File: src/hw/scmc_params.svh
`ifndef SCMC_PARAMS_SVH
`define SCMC_PARAMS_SVH
// ----------------------------------------
// register map and field layout
// ----------------------------------------
`define SCMC_CTL_OFS 4'h0
`define SCMC_STAT_OFS 4'h4
`define SCMC_CTL_RESET 8'h03
`define SCMC_CTL_WMASK 8'hF3
`define SCMC_DIV_MSB 7
`define SCMC_DIV_LSB 5
`define SCMC_FAST_BIT 4
`define SCMC_LRDY_BIT 3
`define SCMC_HRDY_BIT 2
`define SCMC_IDLE_BIT 1
`define SCMC_HSEL_BIT 0
// ----------------------------------------
// oscillator settle counts, in oscillator cycles, then log2 ratios of the peripheral taps
// ----------------------------------------
`define SCMC_HXT_READY 10'h200
`define SCMC_HIGH_RC_OSC_READY 10'h010
`define SCMC_LXT_READY 10'h080
`define SCMC_LOW_RC_OSC_READY 10'h002
`define SCMC_PDIV16_LOG 3'h4
`define SCMC_PDIV64_LOG 3'h6
`endif

File: src/hw/scmc_pkg.sv
package scmc_pkg;
    // ----------------------------------------
    // operating states
    // ----------------------------------------
    typedef enum logic [2:0] {
        SCMC_RUN = 3'h0,
        SCMC_IDLE_RUN = 3'h1,
        SCMC_IDLE_STOP = 3'h2,
        SCMC_SLEEP_SUB = 3'h3,
        SCMC_SLEEP_DEEP = 3'h4,
        SCMC_WAKE = 3'h5,
        SCMC_FAST = 3'h6
    } scmc_mode_t;

    // ----------------------------------------
    // whole state of the top module
    // ----------------------------------------
    typedef struct packed {
        scmc_mode_t mode;
        logic [7:0] ctl;
        logic [3:0] cur;
        logic [5:0] div_cnt;
        logic fast_live;
        logic sys_en;
        logic d16;
        logic d64;
        logic cpu;
        logic hon;
        logic lon;
        logic wait_n;
        logic [31:0] rdata;
    } scmc_st_t;
endpackage

File: src/hw/scmc_osc_tick.sv
module scmc_osc_tick import scmc_pkg::*; #(
    parameter int CW = 10
) (
    input wire logic ref_clk,
    input wire logic resetn,
    input wire logic osc_pin,
    input wire logic osc_on,
    input wire logic [CW-1:0] ready_target,
    output logic tick,
    output logic ready
);
    typedef struct packed {
        logic s1;
        logic s2;
        logic s3;
        logic [CW-1:0] cnt;
        logic rdy;
    } scmc_tick_st_t;

    scmc_tick_st_t st_q;
    scmc_tick_st_t st_d;

    // edge seen only after the second stage; gated so a stopped osc gives nothing
    assign tick = st_q.s2 & ~st_q.s3 & osc_on;
    assign ready = st_q.rdy;

    // ----------------------------------------
    // sync, edge detect and settle counter
    // ----------------------------------------
    always_comb
    begin
        st_d = st_q;
        st_d.s1 = osc_pin;
        st_d.s2 = st_q.s1;
        st_d.s3 = st_q.s2;
        if (!osc_on)
        begin
            st_d.cnt = '0;
            st_d.rdy = 1'b0;
        end
        else if (tick && !st_q.rdy)
        begin
            st_d.cnt = CW'(st_q.cnt + 1'b1);
            st_d.rdy = (CW'(st_q.cnt + 1'b1) == ready_target);
        end
    end

    // state register
    always_ff @(posedge ref_clk or negedge resetn)
    begin
        if (!resetn)
            st_q <= '0;
        else
            st_q <= st_d;
    end
endmodule // scmc_osc_tick

File: src/hw/scmc_top.sv
// What this block does
// - divider field picks substitute or divided clock
// - high select bit gives undivided high clock
// - high oscillator stops when substitute selected
// - sixteen and sixtyfour taps stop too
// - fast wakeup only with high crystal
// - low ready low in deep sleep
// - high ready follows high oscillator settling
// - halt picks idle or sleep state
// - fast wakeup never from deep sleep
// - fast wakeup runs substitute until ready
// - high rc oscillator ignores fast wakeup bit
// - watchdog and voltage detect both off means deep sleep, no fast wakeup
// - slow applied only when low ready
// - voltage detect forbids deep sleep
// - back to high on codes 010-111
`include "scmc_params.svh"
module scmc_top import scmc_pkg::*; (
    input wire logic ref_clk,
    input wire logic resetn,
    input wire logic [3:0] avs_address,
    input wire logic avs_read,
    input wire logic avs_write,
    input wire logic [31:0] avs_writedata,
    output logic [31:0] avs_readdata,
    output logic avs_waitrequest,
    input wire logic high_osc_pin,
    input wire logic low_osc_pin,
    input wire logic high_osc_is_crystal,
    input wire logic low_osc_is_crystal,
    input wire logic watchdog_enable,
    input wire logic voltage_detect_enable,
    input wire logic idle_keep_system_clock,
    input wire logic halt_req,
    input wire logic wake_req,
    output logic high_osc_enable,
    output logic low_osc_enable,
    output logic sys_clk_en,
    output logic periph_div16_en,
    output logic periph_div64_en,
    output logic cpu_run
);
    // ----------------------------------------
    // helpers
    // ----------------------------------------
    // selection {high_clock_select, clock_divider_select} runs off high clock?
    function automatic logic src_high(input logic [3:0] s);
        src_high = s[3] | s[2] | s[1];
    endfunction

    // log2 of division ratio for a selection
    function automatic logic [2:0] ratio_log(input logic [3:0] s);
        logic [2:0] r;
        r = 3'h6; // code 010: over 64
        if (s[3])
            r = 3'h0;
        else
        begin
            unique case (s[2:0])
                3'h7: r = 3'h1;
                3'h6: r = 3'h2;
                3'h5: r = 3'h3;
                3'h4: r = 3'h4;
                3'h3: r = 3'h5;
                default: r = 3'h6;
            endcase
        end
        ratio_log = r;
    endfunction

    // divider counter reaches the end of a 2**n period
    function automatic logic div_hit(input logic [5:0] cnt, input logic [2:0] n);
        logic [5:0] mask;
        mask = 6'h3F >> (3'h6 - n);
        div_hit = ((cnt & mask) == mask);
    endfunction

    // whole block state and its next value
    scmc_st_t st_q;
    scmc_st_t st_d;
    logic htick;
    logic ltick;
    logic hrdy;
    logic lrdy;
    logic [3:0] want;
    logic cur_ready;
    logic want_ready;
    logic sys_tick;
    logic fast_ok;
    logic req;

    // ----------------------------------------
    // oscillator inputs
    // ----------------------------------------
    // high osc, counted on synced rising edges
    scmc_osc_tick #(.CW(10)) u_high (
        .ref_clk(ref_clk),
        .resetn(resetn),
        .osc_pin(high_osc_pin),
        .osc_on(st_q.hon),
        .ready_target(high_osc_is_crystal ? `SCMC_HXT_READY : `SCMC_HIGH_RC_OSC_READY),
        .tick(htick),
        .ready(hrdy)
    );

    // low osc doubles as the substitute clock
    scmc_osc_tick #(.CW(10)) u_low (
        .ref_clk(ref_clk),
        .resetn(resetn),
        .osc_pin(low_osc_pin),
        .osc_on(st_q.lon),
        .ready_target(low_osc_is_crystal ? `SCMC_LXT_READY : `SCMC_LOW_RC_OSC_READY),
        .tick(ltick),
        .ready(lrdy)
    );

    // ----------------------------------------
    // source selection terms
    // ----------------------------------------
    // wanted selection from software, next to the one applied
    assign want = {st_q.ctl[`SCMC_HSEL_BIT], st_q.ctl[`SCMC_DIV_MSB:`SCMC_DIV_LSB]};
    assign cur_ready = src_high(st_q.cur) ? hrdy : lrdy;
    assign want_ready = src_high(want) ? hrdy : lrdy;
    // one system pulse from the source now in use
    assign sys_tick = src_high(st_q.cur) ? (htick & div_hit(st_q.div_cnt, ratio_log(st_q.cur))) : ltick;
    // substitute as stand-in is only worth it for a slow-settling crystal
    assign fast_ok = st_q.ctl[`SCMC_FAST_BIT] & high_osc_is_crystal & src_high(st_q.cur);
    // one strobe term; read and write never stand together
    assign req = avs_read | avs_write;

    // ----------------------------------------
    // next state
    // ----------------------------------------
    always_comb
    begin
        st_d = st_q;
        // divider runs on high ticks only, and clears to zero while the osc is off
        if (!st_q.hon)
            st_d.div_cnt = 6'h00;
        else if (htick)
            st_d.div_cnt = 6'(st_q.div_cnt + 1'b1);

        // operating state machine
        unique case (st_q.mode)
            SCMC_RUN:
            begin
                if (halt_req)
                begin
                    if (st_q.ctl[`SCMC_IDLE_BIT])
                        st_d.mode = idle_keep_system_clock ? SCMC_IDLE_RUN : SCMC_IDLE_STOP;
                    else if (voltage_detect_enable || watchdog_enable)
                        st_d.mode = SCMC_SLEEP_SUB;
                    else
                        st_d.mode = SCMC_SLEEP_DEEP;
                end
                // switch after a whole pulse of the old source, or at once if it is not ready; new one settled
                else if (want != st_q.cur && want_ready && (sys_tick || !cur_ready))
                    st_d.cur = want;
            end
            // clock kept running, only the cpu is parked
            SCMC_IDLE_RUN:
            begin
                if (wake_req)
                    st_d.mode = SCMC_RUN;
            end
            // both keep the substitute, so a fast wake is possible
            SCMC_IDLE_STOP, SCMC_SLEEP_SUB:
            begin
                if (wake_req)
                begin
                    st_d.mode = fast_ok ? SCMC_FAST : SCMC_WAKE;
                    st_d.fast_live = 1'b0;
                end
            end
            // substitute is off here; full settle wait only
            SCMC_SLEEP_DEEP:
            begin
                if (wake_req)
                    st_d.mode = SCMC_WAKE; // substitute is stopped here
            end
            // hold the cpu until the applied source has settled
            SCMC_WAKE:
            begin
                if (cur_ready)
                    st_d.mode = SCMC_RUN;
            end
            // stand-in run on the substitute; cpu starts at its first edge
            SCMC_FAST:
            begin
                if (ltick)
                    st_d.fast_live = 1'b1;
                if (hrdy)
                begin
                    st_d.mode = SCMC_RUN;
                    st_d.fast_live = 1'b0;
                end
            end
            // unused code falls back to a safe settle wait
            default:
                st_d.mode = SCMC_WAKE;
        endcase

        // oscillator enables
        st_d.hon = (st_d.mode == SCMC_RUN || st_d.mode == SCMC_IDLE_RUN || st_d.mode == SCMC_WAKE
                    || st_d.mode == SCMC_FAST) && (src_high(st_d.cur) || src_high(want));
        st_d.lon = (st_d.mode != SCMC_SLEEP_DEEP);

        // clock enables toward cpu and peripherals
        st_d.sys_en = ((st_q.mode == SCMC_RUN || st_q.mode == SCMC_IDLE_RUN) && sys_tick && cur_ready)
                      || (st_q.mode == SCMC_FAST && ltick);
        st_d.d16 = htick & div_hit(st_q.div_cnt, `SCMC_PDIV16_LOG);
        st_d.d64 = htick & div_hit(st_q.div_cnt, `SCMC_PDIV64_LOG);
        st_d.cpu = (st_d.mode == SCMC_RUN) || (st_d.mode == SCMC_FAST && st_d.fast_live);

        // avalon slave: answer one cycle after the request shows
        if (req && st_q.wait_n)
        begin
            st_d.wait_n = 1'b0;
            if (avs_address == `SCMC_CTL_OFS)
                st_d.rdata = {24'h000000, st_q.ctl[7:4], lrdy, hrdy, st_q.ctl[1:0]};
            else if (avs_address == `SCMC_STAT_OFS)
                st_d.rdata = {24'h000000, st_q.cur, st_q.cpu, st_q.mode};
            else
                st_d.rdata = 32'h00000000;
        end
        else
        begin
            st_d.wait_n = 1'b1;
            // ready bits are live flags; writes to them are dropped
            if (avs_write && !st_q.wait_n && avs_address == `SCMC_CTL_OFS)
                st_d.ctl = avs_writedata[7:0] & `SCMC_CTL_WMASK;
        end
    end

    // ----------------------------------------
    // state register
    // ----------------------------------------
    always_ff @(posedge ref_clk or negedge resetn)
    begin
        if (!resetn)
        begin
            st_q <= '0;
            st_q.mode <= SCMC_WAKE; // cpu held until high osc settles
            st_q.ctl <= `SCMC_CTL_RESET & `SCMC_CTL_WMASK;
            st_q.cur <= 4'h8;
            st_q.hon <= 1'b1;
            st_q.lon <= 1'b1;
            st_q.wait_n <= 1'b1;
        end
        else
            st_q <= st_d;
    end

    // outputs straight from the state register
    assign avs_readdata = st_q.rdata;
    assign avs_waitrequest = st_q.wait_n;
    assign high_osc_enable = st_q.hon;
    assign low_osc_enable = st_q.lon;
    assign sys_clk_en = st_q.sys_en;
    assign periph_div16_en = st_q.d16;
    assign periph_div64_en = st_q.d64;
    assign cpu_run = st_q.cpu;
endmodule // scmc_top

File: config.mk
export PLATFORM = sky130hd
export DESIGN_NAME = scmc_top
export DESIGN_NICKNAME = d
export VERILOG_FILES = /design/src/hw/scmc_pkg.sv /design/src/hw/scmc_osc_tick.sv /design/src/hw/scmc_top.sv
export VERILOG_INCLUDE_DIRS = /design/src /design/src/hw
export SDC_FILE = /design/constraint.sdc
export NUM_CORES = 1
export LEC_CHECK = 0
export BUFFER_PORTS_ARGS = -buffer_cell sky130_fd_sc_hd__buf_2
export CAP_MARGIN = 20
export CORE_MARGIN = 4
export CORE_UTILIZATION = 60
export CTS_BUF_LIST = sky130_fd_sc_hd__clkbuf_8
export DETAILED_ROUTE_END_ITERATION = 10
export PLACE_DENSITY = 0.88
export REMOVE_ABC_BUFFERS = 1
export SYNTH_ARGS = -nofsm -noshare
export SYNTH_HDL_FRONTEND = slang
export SYNTH_SLANG_ARGS = --single-unit
export TNS_END_PERCENT = 50
File: constraint.sdc
create_clock -name ref_clk -period 4.4 [get_ports ref_clk]
set_input_delay 0.22 -clock ref_clk [delete_from_list [all_inputs] [get_ports ref_clk]]
set_output_delay 0.22 -clock ref_clk [all_outputs]
set_load 0.02 [all_outputs]
==> results by stage, run 1 <==
Clocking:
- The number of setup buffers added after CTS is 0.
- The root buffer cell chosen for the clock tree is clkbuf_8.
- In this run the deepest clock path goes through 2 buffers.
- The clock latency of the later-clocked register in the worst-skew pair is approximately 0.34 ns.
- The total of cells resized after clock tree synthesis is 0.
- Clock-pin slew was measured on the worst setup and hold paths at 0.07 ns.
- For this design, the sink count on the clock tree is 63.
- The TritonCTS clock tree is yes.
- The number of buffers inserted during clock tree synthesis is 9.
- The total number of H-tree levels is 3.

Critical path:
- In this run the worst path has a maximum fanout of 9.
- The destination of the critical timing path is st_q[47]$_DFF_PN0_.
- The kind of capture point of the worst setup path is a flop.
- The endpoint of the worst-slack reg-to-reg timing path is st_q[47]$_DFF_PN0_.
- The worst setup path startpoint is st_q[47]$_DFF_PN0_.
- The critical path start-end classification is reg2reg.
- The worst setup path is launched from a flop.
- The path depth of the worst reg2reg path is 11.
- The startpoint identified for the worst register-to-register timing path is st_q[47]$_DFF_PN0_.
- The data arrival time of the critical path is around 3.2 ns.
- For flop-to-flop paths, the worst setup slack is 1.41 ns.
- The endpoint required time on the critical path is 4.61 ns.

Layout:
- Leaving out fill and tap cells, the most frequent cells in the layout are 55 x dfrtp_1, 37 x buf_2, 34 x nand2_1.
- The number of standard cells in the layout, taps in and fillers out is 481.
- The layout has 435 filler cells.
- Registers take 0.00159 mm^2.
- The fraction of final layout cells with drive strength greater than 1 is 0.200.
- The multi-input logic area is between 0.0015 and 0.002 mm^2.
- The area added between synthesis and finish is 8.25%.
- The final cell area excluding filler cells is just under 0.004 mm^2.
- Leaving out fill and tap cells, the most frequent cell in the layout is dfrtp_1.
- The number of antenna diodes in the final layout is 0.
- The net count of the finished layout is about 460.

Floorplan:
- The die is 86.0 um wide.
- The initial utilization of the core area, before any placement, comes to 0.617.
- The floorplan has 28 rows.
- The I/O pin count is 88.
- The floorplan step set the die height to between 80 and 90 um.
- The die covers 0.00740 mm^2.
- The area of the core is just under 0.006 mm^2.

Timing:
- The share of the cycle needed by the critical path after routing is 0.680.
- The final worst-path setup slack is 1.41 ns.
- Setup repair after global routing left no endpoint under its margin.
- For this run, the top clock speed supported by timing is 334 MHz.
- The measured slew at the worst slew-check pin is between 0.9 and 1 ns.
- The number of slew-limit violations in the final report came to 0.
- Setup violations remaining at the end of the flow were counted as 0.
- Final hold analysis gives a worst-case slack of around 0.04 ns.
- The accumulated negative setup slack is 0 ns.
- Headroom to the max-slew limit came out at 0.384.
- The post-route minimum period is 2.99 ns.
- The number of failing hold endpoints at the final stage is 0.
- On the final layout, the worst clock skew is 0.0145 ns.

Flow run:
- The max-capacitance violation count is 0.

GRT:
- The first global-routing pass estimated 11900 um of wire.
- Global routing finished with a remaining overflow of 0.
- The pin count of the biggest net entering global routing is 64.
- The number of antenna violations at the first check in global routing is 0.
- The aggregate global-route resource usage is 0.202.
- The number of global-route vias before repair was about 2700.

Placed design:
- The count of input and output buffers is 37.
- Detailed placement finished with a half-perimeter wire length of 4970 um.
- The number of placed instances, taps included, is about 460.
- The total placed instance area is 0.00371 mm^2.
- Timing analysis after detailed placement gives a worst setup slack of 1.49 ns.
- The congestion estimate from routability-driven global placement came to about 0.88.

Min path:
- The path class of the tightest hold or removal check is in2async.

Status:
- The run finished with clean final reports.

Synth:
- In this run, synthesis inferred 0 flip-flops with an integrated enable.
- The average instance in the mapped netlist occupies 9.75 um^2.
- Synthesis handed over a netlist of 375 instances.
- In the synthesized netlist the dominant register cell turns out to be dfrtp_1.
- The number of distinct library cells after synthesis is 52.
- The share of async-settable or async-resettable flops after synthesis is 1.00.
- The cell area after synthesis is 0.00365 mm^2.
- The sequential fraction of the synthesis area is 0.434.
- For this run, the number of Yosys warnings is 0.
- The synthesis-stage register bit count is 63.

Drt:
- Wires add up to 7070 um.
- The total via count in the routed design is approximately 2700.
- In the final routing, the length of wire on met1 measures a little under 3000 um.
- The count of nets left with antenna violations once routing finished came out at 0.
- The first routing iteration left roughly 330 violations.
- The via density per instance is 5.59.
- Detailed routing placed a total of 3620 um of wire on met2.
- The routed length per placed instance is between 10 and 15 um.
- For this run, the detailed router's first-pass iteration total came to 4.
- After detailed routing, no signal wire sits above met4.
- Detailed routing placed a total of 391 um of wire on met3.
- In the routed design, unresolved DRC markers number 0.

Pwr:
- VDD sags by at most 275 uV.
- The power density over cell area is between 400 and 500 mW/mm^2.
- For this design the static power due to leakage is 0.00184 uW.
-- how the worst min path moves through the flow --
stage                  from                     endpoint  slack, ns  cells past startpoint
6_report             resetn         st_q[45]$_DFFE_PN0P_       0.04                      2
5_1_grt              resetn    u_low.st_q[9]$_DFFE_PN0P_       0.11                      2
4_1_cts              resetn    u_low.st_q[9]$_DFFE_PN0P_       0.07                      2
3_5_place_dp   high_osc_pin    u_high.st_d[12]$_DFF_PN0_       0.33                      1
3_3_place_gp   high_osc_pin    u_high.st_d[12]$_DFF_PN0_       0.33                      1
2_1_floorplan        resetn  avs_readdata[0]$_DFFE_PN0P_      -0.08                      0
-- kinds of logic (layout without fill, tap and decap cells) --
group / Yosys count / in the layout / synth area share
other: 1 / 24 / 0.00103
adder cells (fa/ha/maj): 7 / 7 / 0.0240
multiplexers: 16 / 16 / 0.0476
AND/OR/NAND/NOR: 143 / 143 / 0.215
flip-flops: 63 / 63 / 0.434
AO/OA/AOI/OAI: 54 / 54 / 0.100
buffers and inverters: 56 / 64 / 0.0945
XOR/XNOR: 35 / 35 / 0.0839
-- what timing repair did --
action	in CTS	in global routing
hold buffers	2	0
setup endpoints to repair	0	0
hold endpoints to repair	2	0
-- Yosys cell counts, types with 2 or more instances --
library cell  count  area share
buf_2             6      0.0082
nand3b_1          2      0.0041
and3b_1           2      0.0048
or2_2             2      0.0034
a31oi_1           3      0.0051
mux2_2           11       0.034
nand2_1          34       0.035
and2_1           23       0.039
nand2b_1          4      0.0068
o22ai_1           2      0.0034
o31ai_1           3      0.0062
o41ai_1           2      0.0048
nor2_1           15       0.015
o221ai_1          2      0.0048
buf_4            32       0.066
a211oi_1          2      0.0041
a21oi_1           7      0.0096
nor4_2            2      0.0068
dfstp_2           8       0.058
inv_1             8      0.0082
xor2_1           13       0.031
nor2b_1          10       0.017
nand4_1           7       0.012
xnor2_1          22       0.053
a22oi_1           9       0.018
nor3b_1           3      0.0062
ha_1              7       0.024
dfrtp_1          55        0.38
nor3_1           11       0.015
clkbuf_1          9      0.0092
and3_1            4      0.0068
nand3_1          16       0.022
o21ai_0          16       0.022
mux2i_1           5       0.014
-- routing by layer --
metal,track usage,vias to the layer above
li1,-,1290
met1,0.253,1307
met2,0.345,80
met3,0.0480,13
met4,0.0633,0
met5,0,-
-- registers in the layout, summed over array words and instances (netlist names) --
register and flops:
u_high.ready 1, sys_clk_en 1, u_high.st_q 11, u_high.st_d 2, periph_div16_en 1, u_low.st_q 11
high_osc_enable 1, avs_readdata 8, avs_waitrequest 1, u_low.st_d 2, st_q 20, cpu_run 1
low_osc_enable 1, periph_div64_en 1, u_low.ready 1
-- stage by stage --
step / power (uW) / utilization
detailed placement: 1160 / 0.627
CTS: 1730 / 0.668
finish: 1720 / 0.668
floorplan: 1030 / -
global route: 1820 / 0.668
global placement: 1140 / 0.627
-- layout make-up --
cell class / count / area share
timing repair buffer: 40 / 0.0538
clock buffer: 11 / 0.0383
sequential: 63 / 0.401
multi-input combinational: 279 / 0.457
inverter: 8 / 0.00759
tap: 75 / 0.0237
clock inverter: 5 / 0.0183
-- report_power, final --
part	switching (uW)	internal [uW]	leakage (uW)
sequential	134	672	0.000826
combinational	205	149	0.000894
clock	217	345	0.000122
-- critical path, stage by stage, from the launching register on --
cell	delay, ns
dfrtp_1	0.49
nor2_1	0.07
or3b_2	0.47
inv_1	0.07
ha_1	0.14
inv_1	0.05
ha_1	0.28
a31oi_1	0.05
nor4_2	0.41
o311ai_1	0.20
a21oi_2	0.28
mux2_2	0.36
Note: power is estimated with default switching activity, not from simulation.
==> run 2, diff against run 1 <==
Settings changed: ABC_AREA set to 1, CORE_UTILIZATION 60 to 50, PLACE_DENSITY 0.88 to 0.79.
Clock period 4.4 ns to 2.46 ns, I/O delays scaled along.
==> run 2 against run 1 <==
Critical path type unchanged. Global-route usage down 2.3 points. Core utilization down 7.5 points. Register-to-register slack worse by 1.3 ns. Highest routed layer unchanged. Largest cell class unchanged. Synthesized cell count up 13%.
==> results by stage, run 2 <==
Status:
- The flow ran to the end, and the final reports show no timing, DRC or antenna violations.

Pwr:
- Cell internal power was estimated by the tool at around 2200 uW.
- The share of total power dissipated in the clock network is 0.261.
- Of the total power, combinational logic draws 0.332.
- The cell leakage power is 0.00201 uW.
- The total net switching power is between 1000 and 1500 uW.
- The worst IR drop on VDD is 447 uV.
- The share of total power dissipated in sequential elements is 0.407.
- The power density over cell area is 879 mW/mm^2.
- The switching fraction of total power is 0.372.

Synth:
- The cell taking the most area after synthesis is dfrtp_1.
- A synthesized cell averages 8.33 um^2.
- The number of flops mapped to enable cells by yosys is 0.
- The proportion of netlist area held by the largest area contributor is 0.391.
- Synthesis produced a netlist whose cell count is 422.
- By instance count, the leading cell after synthesis is nand2_1.
- Of the synthesized area, sequential elements account for 0.451.
- In the post-synthesis netlist, the biggest area contributors are dfrtp_1 39%, nand2_1 8.9%, buf_4 7.0%.
- The cell area after synthesis is 0.00352 mm^2.
- The count of warnings emitted by yosys is 0.
- After synthesis, the most frequently instantiated cells are 83 x nand2_1, 55 x dfrtp_1, 54 x inv_1.
- The number of distinct library cells after synthesis is 34.
- After synthesis, the share of flip-flops with an asynchronous set or reset is 1.00.
- The prevailing post-synth register cell is dfrtp_1.
- In this run, synthesis produced a sequential element count of 63.

Layout:
- The register with the most flip-flops in the layout has 20 of them.
- The antenna diode instance count is 0.
- The share of the core filled with cells is 0.593.
- The filler cells instantiated in the layout total approximately 600.
- The final layout net count is between 500 and 600.
- The fraction of final layout cells with drive strength greater than 1 is 0.244.
- The largest registers in the layout are st_q (20), u_high.st_q (11), u_low.st_q (11).
- Ranked by flip-flop count, first place goes to st_q.
- The area occupied by registers is between 0.0015 and 0.002 mm^2.
- The most common library cell in the layout ignoring fill and taps is nand2_1.
- The library cells used most frequently in the layout, excluding fill and tap cells, are 77 x nand2_1, 55 x dfrtp_1, 51 x inv_1.
- The finished cells cover a little over 0.004 mm^2.
- Compared with the post-synthesis result, the final layout area differs by 15.2%.
- In the final layout, the multi-input gates occupy 0.00159 mm^2.

GRT:
- The number of antenna violations at the first check in global routing was 0.
- The total overflow left after global routing is 0.
- The number of global-route vias before repair was between 2000 and 3000.
- Entering global routing, the biggest net connects 64 pins.
- In the global route stage, overall resource usage came out at 0.179.
- The first global-routing pass estimated 12300 um of wire.

Clocking:
- The TritonCTS clock tree is yes.
- The buffer depth of the longest clock path is 2.
- The total number of H-tree levels is 3.
- Clock latency on the worst-skew pair, taken at its later pin, is 0.34 ns.
- Clock-pin slew was measured on the worst setup and hold paths at ~0.07 ns.
- The number of buffers inserted during clock tree synthesis is 9.
- The clock sink count is between 60 and 70.
- CTS placed an instance of clkbuf_8 at the clock tree root.

Floorplan:
- The die is 91.9 um wide.
- The die area is 0.00844 mm^2.
- The initial utilization of the core area, before any placement, comes to 0.515.
- After floorplanning, the core was divided into 30 placement rows.
- During I/O placement, the number of pins put on the boundary was 88.
- In this run the standard cell core region covers 0.00683 mm^2.
- The die height is 91.9 um.

Critical path:
- The most critical setup path has its startpoint at st_q[46]$_DFFE_PN0P_.
- The destination of the critical timing path is high_osc_enable$_DFF_PN1_.
- Of all nets on the critical path, the largest fanout is 4.
- The launching element type of the critical path is a flop.
- The slack of the worst reg-to-reg path is 0.15 ns.
- At the worst endpoint, the required time is ~2.7 ns.
- The critical path start-end classification is reg2reg.
- The path depth of the worst reg2reg path is 19.
- The endpoint of the worst-slack reg-to-reg timing path is high_osc_enable$_DFF_PN1_.
- For the worst setup path, the data arrival time is 2.59 ns.
- The reg-to-reg startpoint is st_q[46]$_DFFE_PN0P_.
- STA classifies the critical path endpoint as a flop.

Timing:
- The max-slew headroom at the worst pin is 0.464.
- For the pin with the worst max-slew slack, the measured transition is 0.803 ns.
- The number of failing hold endpoints at the final stage is 0.
- The maximum clock frequency is 432 MHz.
- The final count of negative-setup-slack endpoints is 0.
- Of the available clock period, the critical path in the final layout requires 0.940.
- The worst-case clock skew is 0.00559 ns.
- The number of slew-limit violations in the final report is 0.
- The post-route minimum period is 2.31 ns.

Drt:
- The starting DRC count in detailed routing is about 230.
- The wire length reported by the detailed router is 7440 um.
- In the routed design, unresolved DRC markers number 0.
- The first detailed-routing pass took 5 iterations.
- The routed length per placed instance is 12.9 um.
- The number of antenna-violating nets in the routed design is 0.
- Using the TritonRoute via totals, the vias-per-cell ratio works out to 5.01.
- The routed layout has 2883 vias.

Placed design:
- Buffers placed on the I/O ports in this run total 37.
- The placed instances occupy a cell area of ~0.0037 mm^2.
- The congestion estimate from routability-driven global placement came to about 0.86.
- Detailed placement ended at an HPWL of 5230 um.

Min path:
- The tightest min-delay check is of the in2reg type.

Flow run:
- The tool flagged a number of max-cap violations equal to 0.
-- run 2: cell types whose count changed after synthesis, sizes merged, moves of 9 or more --
cell / before / now
inv: 8 / 57
nand2: 34 / 87
o22ai: 2 / 21
nor2: 15 / 41
a22oi: 9 / 0
nor2b: 10 / 0
nand3: 16 / 30
xnor2: 22 / 2
and2: 23 / 0
-- run 2: critical path, stage by stage, from the launching register on --
cell and delay [ns]:
dfrtp_1 0.41, inv_2 0.08, nand2_2 0.08, o21ai_1 0.07, a21oi_2 0.15, ha_2 0.19, inv_2 0.05, ha_4 0.26
inv_2 0.04, o21ai_1 0.11, nand2_1 0.06, nor2_1 0.09, nand2_1 0.12, nand3_4 0.13, nand2_4 0.08, nand2_2 0.08
nand2_2 0.06, nand2_2 0.06, nor2_1 0.04, nor2_1 0.10
-- run 2: cells by family (layout without fill, tap and decap cells) --
logic type / Yosys count / after routing / synth area share
AOI/OAI and AO/OA: 62 / 62 / 0.104
xor gates and xnor gates: 12 / 12 / 0.0320
adders and majority gates: 7 / 7 / 0.0249
buffers and inverters: 93 / 128 / 0.135
DFF: 63 / 63 / 0.451
muxes: 9 / 9 / 0.0288
other: 1 / 24 / 0.00107
and+or+nand+nor: 175 / 175 / 0.223
-- run 2: routing by layer --
metal	share of wire	global-route usage	up-vias
met5	0	0	-
met4	0.017	0.0792	0
met3	0.060	0.0394	11
met2	0.48	0.288	90
met1	0.44	0.233	1358
li1	-	-	1424
-- run 2: repair_timing --
item	4_1_cts	5_1_grt
setup buffers	0	10
setup endpoints to repair	0	5
hold buffers	4	0
resized for setup	0	18
hold endpoints to repair	58	0
-- run 2: area by class of cell --
cell class,count,share of cell area
clock buffers,12,0.0408
clock inverters,4,0.0108
inverters,58,0.0538
multi-input cells,289,0.394
flip-flops and latches,63,0.392
well taps,96,0.0297
repair buffers,54,0.0797
-- run 2: through the flow --
step	setup slack (ns)	instances	setup TNS (ns)	hold slack, ns	total power [uW]
after floorplan	0.332	410	0	-0.173	2190
after global placement	0.114	546	0	0.232	2440
after detailed placement	0.0463	546	0	0.235	2500
after CTS	0.0189	566	0	0.00187	3440
after global routing	-0.0271	576	-0.0271	0.0133	3810
final	0.148	576	0	0.0114	3560
-- run 2: how the worst min path moves through the flow --
stage | from | cells after the start | to | slack, ns
3_5_place_dp | high_osc_pin | 1 | u_high.st_d[12]$_DFF_PN0_ | 0.23
3_3_place_gp | low_osc_pin | 1 | u_low.st_d[12]$_DFF_PN0_ | 0.23
6_report | avs_writedata[4] | 2 | st_q[54]$_DFFE_PN0P_ | 0.01
4_1_cts | avs_writedata[4] | 2 | st_q[54]$_DFFE_PN0P_ | 0.002
2_1_floorplan | resetn | 0 | avs_readdata[0]$_DFFE_PN0P_ | -0.17
5_1_grt | avs_writedata[4] | 2 | st_q[54]$_DFFE_PN0P_ | 0.01
-- run 2: power by group through the flow --
stage          logic, uW  clock network (uW)  registers, uW
2_1_floorplan        739                   0           1450
3_3_place_gp         991                   0           1450
3_5_place_dp        1040                   0           1460
4_1_cts             1050                 953           1440
5_1_grt             1340                 989           1480
6_report            1180                 930           1450
